`src/ubsa_pkg.sv`:
```
package ubsa_pkg;
  // Register indices on the software port
  localparam logic [3:0] ADDR_PSR = 4'h0;
  localparam logic [3:0] ADDR_BAUD = 4'h1;
  localparam logic [3:0] ADDR_LINE = 4'h2;
  localparam logic [3:0] ADDR_RXCS = 4'h3;
  localparam logic [3:0] ADDR_TXBUF = 4'h4;
  localparam logic [3:0] ADDR_RXBUF = 4'h5;
  localparam logic [3:0] ADDR_PWR = 4'h6;
  localparam logic [3:0] ADDR_WAKE = 4'h7;
  // Prescaler select register layout
  localparam int PSR_SEL_LSB = 3;
  localparam int PSR_DIVHI_LSB = 0;
  localparam logic [7:0] PSR_RESET = 8'h00;
  localparam logic [7:0] LINE_RESET = 8'h20;
  localparam logic [4:0] PSC_OFF = 5'h00;
  localparam int DIV_W = 11;
  // Line control bits
  localparam int LC_CHL0 = 0;
  localparam int LC_CHL1 = 1;
  localparam int LC_TX_NINTH_BIT = 2;
  localparam int LC_SYNC = 3;
  localparam int LC_STOP2 = 4;
  localparam int LC_TX_BUFFER_EMPTY_FLAG = 5;
  // Receive control/status bits
  localparam int RX_ADDRESS_HUNT_BIT = 0;
  localparam int RX_FERR = 1;
  localparam int RX_OERR = 2;
  localparam int RX_RX_NINTH_BIT = 3;
  localparam int RX_RX_BUFFER_FULL_FLAG = 4;
  localparam int RX_BITOP = 7;
  // Wakeup
  localparam int WAKE_RX_BIT = 3;
  // Timing
  localparam int OVERSAMPLE_ASYNC = 16;
  localparam int OVERSAMPLE_SYNC = 2;
  localparam int FRAME_DATA_BITS = 9;
  localparam real MAX_ASYNC_BAUD_K = 987.5;
  localparam int OSC_SETTLE_CYC = 256;
  localparam logic [8:0] OSC_SETTLE_LOAD = 9'h0ff;
endpackage

```
`src/ubsa_link_if.sv`:
```
`timescale 1ns/1ps
interface ubsa_link_if;
  logic dev_tx;
  logic far_tx;
  modport device (output dev_tx, input far_tx);
  modport far (input dev_tx, output far_tx);
endinterface

```
`src/ubsa_device_end.sv`:
```
`timescale 1ns/1ps
// Overview of operation
// - Five-bit prescale code, zero stops clock
// - Async bit rate is Fc/(16*N*P)
// - Divisor field holds N-1, divides by N
// - Sync mode uses factor two not sixteen
// - Async rates up to about 987.5k
// - Low power sets empty flag, clears status
// - Buffers kept, transmit shifter forced ones
// - Start bit on receive pin wakes device
// - Software enables wakeup bit 3, low level
// - Crystal wake waits 256 core clocks
// - Both length bits loop transmit to receive
// - Loopback frame is nine data bits
// - Hunting bit enabled with nine-bit frame
// - Ninth bit one means address character
// - Hunting drops data, address sets full flag
// - Accepted address clears hunting bit
// - Transmitter unchanged; ninth bits via controls
// - Bit access to receive control clears errors
// - Eleven-bit divisor, prescale register resets zero
// - Stop clock before changing bit rate
module ubsa_device_end (
  input wire logic core_clk_i,
  input wire logic reset_i,
  ubsa_link_if.device link,
  input wire logic [3:0] addr_i,
  input wire logic [7:0] wdata_i,
  input wire logic wr_i,
  input wire logic rd_i,
  output logic [7:0] rdata_o,
  input wire logic xtal_i,
  output logic low_power_o,
  output logic run_o,
  output logic tick_o
);
  import ubsa_pkg::*;
  typedef struct packed {
    logic [7:0] prescaler_select_reg;
    logic [7:0] baud;
    logic [7:0] line;
    logic [7:0] rxcs;
    logic [7:0] txbuf;
    logic [7:0] rxbuf;
    logic [7:0] wake;
    logic lp;
    logic [8:0] settle;
    logic run;
    logic [4:0] pcnt;
    logic half;
    logic [DIV_W-1:0] dcnt;
    logic tick;
    logic [3:0] ttick;
    logic [10:0] tsh;
    logic [3:0] tbits;
    logic tbusy;
    logic [1:0] sync;
    logic rbusy;
    logic [3:0] rtick;
    logic [3:0] rbits;
    logic [9:0] rsh;
    logic [7:0] rdata;
    logic [7:0] rdo;
  } ubsa_dev_t;
  ubsa_dev_t s_reg, s_next;
  logic [4:0] psel;
  logic [DIV_W-1:0] div_nm1;
  logic [4:0] p_len;
  logic pre_tick;
  logic loop;
  logic rx_in;
  logic [3:0] os_last;
  assign psel = s_reg.prescaler_select_reg[PSR_SEL_LSB +: 5];
  assign div_nm1 = {s_reg.prescaler_select_reg[PSR_DIVHI_LSB +: 3], s_reg.baud};
  assign loop = s_reg.line[LC_CHL0] & s_reg.line[LC_CHL1];
  // Sync mode: two ticks per bit instead of sixteen
  assign os_last = s_reg.line[LC_SYNC] ? 4'h1 : 4'hf;
  // Code k gives factor (k+1)/2: period floor or ceil alternately
  assign p_len = s_reg.half ? (psel >> 1) : (psel >> 1) + 5'h1;
  assign pre_tick = (psel != PSC_OFF) && (s_reg.pcnt + 5'h1 >= p_len);
  // Loopback feeds receiver from transmit shifter, not the pin
  assign rx_in = loop ? s_reg.tsh[0] : s_reg.sync[1];
  always_comb begin
    s_next = s_reg;
    s_next.tick = 1'b0;
    s_next.sync = {s_reg.sync[0], link.far_tx};
    // Prescaler; code zero holds the chain still
    if (psel == PSC_OFF) begin
      s_next.pcnt = 5'h0;
      s_next.dcnt = div_nm1;
      s_next.half = 1'b0;
    end else if (pre_tick) begin
      s_next.pcnt = 5'h0;
      s_next.half = psel[0] ? 1'b0 : ~s_reg.half;
      if (s_reg.dcnt == '0) begin
        s_next.dcnt = div_nm1;
        s_next.tick = 1'b1;
      end else begin
        s_next.dcnt = s_reg.dcnt - 1'b1;
      end
    end else begin
      s_next.pcnt = s_reg.pcnt + 5'h1;
    end
    // Transmitter, same framing whether hunting or not
    if (s_reg.tick && s_reg.run) begin
      s_next.ttick = s_reg.ttick + 4'h1;
      if (!s_reg.tbusy && !s_reg.line[LC_TX_BUFFER_EMPTY_FLAG]) begin
        s_next.tsh = {1'b1, s_reg.line[LC_TX_NINTH_BIT], s_reg.txbuf, 1'b0};
        s_next.tbusy = 1'b1;
        s_next.tbits = 4'h0;
        s_next.ttick = 4'h0;
        s_next.line[LC_TX_BUFFER_EMPTY_FLAG] = 1'b1;
      end else if (s_reg.tbusy && s_reg.ttick == os_last) begin
        s_next.ttick = 4'h0;
        s_next.tsh = {1'b1, s_reg.tsh[10:1]};
        s_next.tbits = s_reg.tbits + 4'h1;
        if (s_reg.tbits == (s_reg.line[LC_STOP2] ? 4'hb : 4'ha)) begin
          s_next.tbusy = 1'b0;
        end
      end
    end
    // Receiver, mid-bit sampling
    if (s_reg.tick && s_reg.run) begin
      if (!s_reg.rbusy) begin
        if (!rx_in) begin
          s_next.rbusy = 1'b1;
          s_next.rtick = 4'h0;
          s_next.rbits = 4'h0;
        end
      end else begin
        s_next.rtick = s_reg.rtick + 4'h1;
        if (s_reg.rtick == (os_last >> 1)) begin
          s_next.rsh = {rx_in, s_reg.rsh[9:1]};
          s_next.rbits = s_reg.rbits + 4'h1;
          if (s_reg.rbits == 4'h0 && rx_in) begin
            s_next.rbusy = 1'b0;
          end
          if (s_reg.rbits == 4'ha) begin
            s_next.rbusy = 1'b0;
            s_next.rxcs[RX_FERR] = s_reg.rxcs[RX_FERR] | ~rx_in;
            // Address iff ninth bit set
            if (!s_reg.rxcs[RX_ADDRESS_HUNT_BIT] || s_reg.rsh[9]) begin
              s_next.rdata = s_reg.rsh[8:1];
              s_next.rxcs[RX_RX_NINTH_BIT] = s_reg.rsh[9];
              s_next.rxcs[RX_OERR] = s_reg.rxcs[RX_OERR]
                | s_reg.rxcs[RX_RX_BUFFER_FULL_FLAG];
              s_next.rxcs[RX_RX_BUFFER_FULL_FLAG] = 1'b1;
              s_next.rxcs[RX_ADDRESS_HUNT_BIT] = 1'b0;
            end
          end
        end else if (s_reg.rtick == os_last) begin
          s_next.rtick = 4'h0;
        end
      end
    end
    // Software port; hardware set outranks its clear for the receive full flag only
    if (wr_i) begin
      case (addr_i)
        ADDR_PSR: s_next.prescaler_select_reg = wdata_i;
        ADDR_BAUD: s_next.baud = wdata_i;
        ADDR_LINE: s_next.line[4:0] = wdata_i[4:0];
        ADDR_RXCS: begin
          s_next.rxcs[RX_ADDRESS_HUNT_BIT] = wdata_i[RX_ADDRESS_HUNT_BIT];
          if (wdata_i[RX_BITOP]) begin
            s_next.rxcs[RX_FERR] = 1'b0;
            s_next.rxcs[RX_OERR] = 1'b0;
          end
        end
        ADDR_TXBUF: begin
          s_next.txbuf = wdata_i;
          s_next.line[LC_TX_BUFFER_EMPTY_FLAG] = 1'b0;
        end
        ADDR_PWR: s_next.lp = wdata_i[0];
        ADDR_WAKE: s_next.wake = wdata_i;
        default: s_next.lp = s_next.lp;
      endcase
    end
    if (rd_i && addr_i == ADDR_RXBUF && !s_next.rxcs[RX_RX_BUFFER_FULL_FLAG]) begin
      s_next.rdata = s_reg.rdata;
    end
    if (rd_i && addr_i == ADDR_RXBUF && !(s_reg.tick && s_reg.rbusy
        && s_reg.rbits == 4'ha)) begin
      s_next.rxcs[RX_RX_BUFFER_FULL_FLAG] = 1'b0;
    end
    s_next.rxbuf = s_next.rdata;
    // Read data stands one cycle, zero otherwise
    s_next.rdo = 8'h00;
    if (rd_i) begin
      case (addr_i)
        ADDR_PSR: s_next.rdo = s_reg.prescaler_select_reg;
        ADDR_BAUD: s_next.rdo = s_reg.baud;
        ADDR_LINE: s_next.rdo = s_reg.line;
        ADDR_RXCS: s_next.rdo = s_reg.rxcs;
        ADDR_TXBUF: s_next.rdo = s_reg.txbuf;
        ADDR_RXBUF: s_next.rdo = s_reg.rxbuf;
        ADDR_PWR: s_next.rdo = {7'h00, s_reg.lp};
        ADDR_WAKE: s_next.rdo = s_reg.wake;
        default: s_next.rdo = 8'h00;
      endcase
    end
    // Low-power entry reinitialises the serial logic
    if (s_next.lp && !s_reg.lp) begin
      s_next.line[LC_TX_BUFFER_EMPTY_FLAG] = 1'b1;
      s_next.rxcs[RX_FERR] = 1'b0;
      s_next.rxcs[RX_OERR] = 1'b0;
      s_next.rxcs[RX_RX_NINTH_BIT] = 1'b0;
      s_next.rxcs[RX_RX_BUFFER_FULL_FLAG] = 1'b0;
      s_next.tsh = '1;
      s_next.tbusy = 1'b0;
      s_next.rbusy = 1'b0;
      s_next.run = 1'b0;
    end
    // Low level on receive pin wakes, if enabled
    if (s_reg.lp && s_reg.wake[WAKE_RX_BIT] && !s_reg.sync[1]) begin
      s_next.lp = 1'b0;
      s_next.settle = xtal_i ? OSC_SETTLE_LOAD : 9'h000;
    end
    if (!s_reg.lp && !s_reg.run) begin
      if (s_reg.settle == 9'h000) begin
        s_next.run = 1'b1;
      end else begin
        s_next.settle = s_reg.settle - 9'h001;
      end
    end
  end
  always_ff @(posedge core_clk_i) begin
    if (reset_i) begin
      s_reg <= '0;
      s_reg.prescaler_select_reg <= PSR_RESET;
      s_reg.line <= LINE_RESET;
      s_reg.tsh <= '1;
      s_reg.sync <= 2'b11;
      s_reg.run <= 1'b1;
    end else begin
      s_reg <= s_next;
    end
  end
  assign rdata_o = s_reg.rdo;
  assign link.dev_tx = s_reg.tsh[0];
  assign low_power_o = s_reg.lp;
  assign run_o = s_reg.run;
  assign tick_o = s_reg.tick;
endmodule

```
`src/flat_wrapper.sv`:
```
// flat-port wrapper written by rule: the top's interface ports become plain ports
module ubsa_device_end_flat import ubsa_pkg::*;
  (core_clk_i, reset_i, addr_i, wdata_i, wr_i, rd_i, rdata_o, xtal_i, low_power_o, run_o, tick_o, link_dev_tx, link_far_tx);
  ubsa_link_if link_i ();
  input wire logic core_clk_i;
  input wire logic reset_i;
  input wire logic [3:0] addr_i;
  input wire logic [7:0] wdata_i;
  input wire logic wr_i;
  input wire logic rd_i;
  output logic [7:0] rdata_o;
  input wire logic xtal_i;
  output logic low_power_o;
  output logic run_o;
  output logic tick_o;
  output wire logic [$bits(link_i.dev_tx)-1:0] link_dev_tx;
  input wire logic [$bits(link_i.far_tx)-1:0] link_far_tx;
  assign link_dev_tx = link_i.dev_tx;
  assign link_i.far_tx = link_far_tx;
  ubsa_device_end u_core (.core_clk_i(core_clk_i), .reset_i(reset_i), .link(link_i), .addr_i(addr_i), .wdata_i(wdata_i), .wr_i(wr_i), .rd_i(rd_i), .rdata_o(rdata_o), .xtal_i(xtal_i), .low_power_o(low_power_o), .run_o(run_o), .tick_o(tick_o));
endmodule
```
`config.mk`:
```
export PLATFORM = sky130hd
export DESIGN_NAME = ubsa_device_end_flat
export DESIGN_NICKNAME = d
export VERILOG_FILES = /design/src/ubsa_pkg.sv /design/src/ubsa_link_if.sv /design/src/ubsa_device_end.sv /design/src/flat_wrapper.sv
export SDC_FILE = /design/constraint.sdc
export NUM_CORES = 1
export LEC_CHECK = 0
export ABC_AREA = 1
export ABC_CLOCK_PERIOD_IN_PS = 3100
export BUFFER_PORTS_ARGS = -buffer_cell sky130_fd_sc_hd__buf_2
export CORE_ASPECT_RATIO = 0.75
export CORE_UTILIZATION = 55
export CTS_BUF_LIST = sky130_fd_sc_hd__clkbuf_16
export CTS_CLUSTER_DIAMETER = 100
export DETAILED_ROUTE_END_ITERATION = 7
export MAX_ROUTING_LAYER = met4
export PLACE_DENSITY = 0.73
export SYNTH_ARGS = -nofsm -noshare
export SYNTH_HDL_FRONTEND = slang
export SYNTH_SLANG_ARGS = --single-unit
```
`constraint.sdc`:
```
create_clock -name core_clk_i -period 3.1 [get_ports core_clk_i]
set_input_delay 0.62 -clock core_clk_i [delete_from_list [all_inputs] [get_ports core_clk_i]]
set_output_delay 0.62 -clock core_clk_i [all_outputs]
set_load 0.01 [all_outputs]
```
==> results.md <==
- CTS Hold Bufs: 0
- Fin area: 0.006949 mm2
- CTS root buf: clkbuf_16
- Worst reg2reg startpoint: u_core.s_reg[70]
- WP data arrival: 2.61 ns
- Final nets: roughly 930
- Layout cells sized above 1: 10.10%
- Setup Skew: 0.008456 ns
- DRC: 0
- DP Wirelength: approximately 11000 um
- Crit path capture type: flip-flop
- Min-delay src: link_far_tx
- Synth top area share: 41.31%
- Post-cts resize count: 0
- RR Endpoint: u_core.s_reg[72]
- Routed Antenna Nets: 0
- Synthesized Nets: 908
- Layout area overhead: 12.02%
- Hold Path Stages: 2
- Setup TNS: 0 ns
- Unrepaired setup endpoints after global routing: no
- Clock tree buffer depth: 2
- Diodes inserted: 0
- Cell row count: 33
- Initial Util: ~57%
- Synth top cells by count: 146 x nand2_1, 128 x dfxtp_1, 113 x nor2_1, 110 x inv_1, 90 x a21oi_1
- Number of synthesized flops with an enable pin: 0
- Synth warn: 0
- Placed Area: 0.006395 mm2
- Hold Crit Class: primary input to flip-flop
- Number of setup buffers added after CTS: 0
- Congestion Overflow GR: 0
- CTS tree: done
- CTS Buf Count: 17
- Die Ht: 93.98 um
- P_leak: just under 3 nW
- Reg2reg path depth: 12
- Vias: 5862
- Crit path largest cell delay: 0.39 ns
- Most frequent CP cell: nand2_1
- Post-route minimum period: 2.283 ns
- Later-pin clock latency in the skew report: 0.42 ns
- Port Buffers: 29
- Status: completed
- Sequential area share after synthesis: between 40% and 50%
- Crit path kind: flip-flop to flip-flop
- Critical Path Start Type: flip-flop
- Worst rel slew slack: 62.43%
- Cells along the critical path: ha_1, nand2_1, inv_1, nand2_1, xor2_1, ha_1, and3_1, nand2_1, nand2_1, nand2_2, nand3_1, nor3_1
- Core Region: between 0.01 and 0.015 mm2
- Fin. Hold Viols: 0
- GR Util All Layers: 29.57%
- Asr flop ratio synth: 0%
- Vias in the first global route: 5407
- Clk slew on worst S/H paths: approximately 0.06 ns
- Final Setup Violations: 0
- Initial DRC Count: 606
- Area of the die: 0.01171 mm2
- Netlist cell types: 37
- Mapped Cells: 875
- First-pass GRT wire length: 26340 um
- Placer's final routability congestion estimate: roughly 0.9
- Pwr dens: around 560 mW/mm2
- Flops & latches, synth: between 100 and 150
- Top cells by area, synth: dfxtp_1 41%, nand2_1 8.8%, a21oi_1 7.3%
- Area leader, netlist: dfxtp_1
- Peak Freq: approximately 440 MHz
- Vias per inst: 5.578
- Largest net degree at the start of global routing: 45
- Fin crit share: 73.65%
- CP max-delay cell: dfxtp_1
- Most frequent cell after synthesis: nand2_1
- Top-level I/O count: 30
- Width of the chip: 124.6 um
- Mapped Area: 0.006203 mm2
- Detailed Route WL: 15830 um
- Fill count: 986
- Ys flop type: dfxtp_1
- Worst slew pin tran: 0.5621 ns
- Max-slew violation count: 0
- Initial antenna violation count: 0
- Hold EP: u_core.s_next[36]
- First-pass detailed-route iteration total: 7
- Reg2Reg Setup Slack: 0.82 ns
- Post-Syn Area per Cell: 7.090 um2
- H-tree lvl count: 4
- Max cap viols: 0
- WL/cell: 15.06 um
- Max IR drop VDD: 0.4009 mV
- Critical Path RT: 3.43 ns
- Max reg flops: 99
- TritonCTS Sinks: approximately 130
- Crit path max fanout: 10
==> layout make-up <==
class,instances,area [um2],area share (%)
Clock buffer,17,425.4,6.122
Sequential cell,128,2562,36.87
Inverter,122,460.4,6.626
Tap cell,140,175.2,2.521
Timing Repair Buffer,33,175.2,2.521
Clock inverter,15,128.9,1.855
Multi-Input combinational cell,596,3022,43.48
==> placed cells by master, fill, tap and decap left out, types with 3 or more instances in the layout <==
cell,n
a21oi_1,90
buf_2,29
buf_4,4
clkbuf_16,17
clkinv_1,4
clkinv_2,4
clkinvlp_4,4
dfxtp_1,128
ha_1,15
inv_1,112
inv_2,10
nand2_1,146
nand2_2,7
nand3_1,46
nand4_1,13
nor2_1,113
nor2_2,3
nor2_4,3
nor3_1,9
o211ai_1,8
o21ai_0,68
o21ai_1,8
o22ai_1,28
or2_2,3
xnor2_1,5
xor2_1,17
==> metal layers <==
| metal | track usage, % | share of wire [%] |
|---|---|---|
| met1 | 37.87 | 46 |
| met2 | 46.27 | 45 |
| met3 | 7.403 | 7.7 |
| met4 | 8.936 | 1.5 |
| met5 | - | 0 |
==> critical path, delay by kind of cell, from the launching register on <==
kind / cells / cell delay [ns]
AND/OR/NAND/NOR: 8 / 1.07
buffers and inverters: 1 / 0.08
adder cells (fa/ha/maj): 2 / 0.50
flip-flops: 1 / 0.39
XOR/XNOR: 1 / 0.15
==> report_power, final <==
| group | internal (W) | switching [W] |
|---|---|---|
| logic | 0.0000942 | 0.000222 |
| registers | 0.00167 | 0.0000203 |
| clock network | 0.00116 | 0.000716 |
==> cells by family (layout without fill, tap and decap cells) <==
group           count (synthesis)  in the layout  synth area share (%)
simple gates                  350            350                 24.49
compound gates                209            209                 18.09
buf+inv                       151            187                 9.984
flops                         128            128                 41.31
xor+xnor                       22             22                 3.106
fa+ha+maj                      15             15                 3.025
==> how the worst max path moves through the flow <==
stage                       end              from  cells past startpoint
6_report       u_core.s_reg[72]  u_core.s_reg[70]                     12
3_3_place_gp   u_core.s_reg[67]  u_core.s_reg[70]                     13
5_1_grt        u_core.s_reg[59]  u_core.s_reg[70]                     12
2_1_floorplan  u_core.s_reg[65]  u_core.s_reg[70]                     13
3_5_place_dp   u_core.s_reg[72]  u_core.s_reg[70]                     12
4_1_cts        u_core.s_reg[72]  u_core.s_reg[70]                     12
==> metrics by stage <==
stage               util (%)  worst slack [ns]  hold slack [ns]  instances  power (W)
finish                 63.51            0.8169           0.3989       1051   0.003881
floorplan                  -             1.144           0.3895        875   0.001941
CTS                    63.51            0.8245           0.3938       1051   0.003899
detailed placement     58.44            0.8557           0.4164       1019   0.002032
global placement       58.44            0.9850           0.4189       1019   0.002022
global route           63.51            0.5707           0.3918       1051   0.004028
No activity file was read; power rests on OpenSTA's default activity.
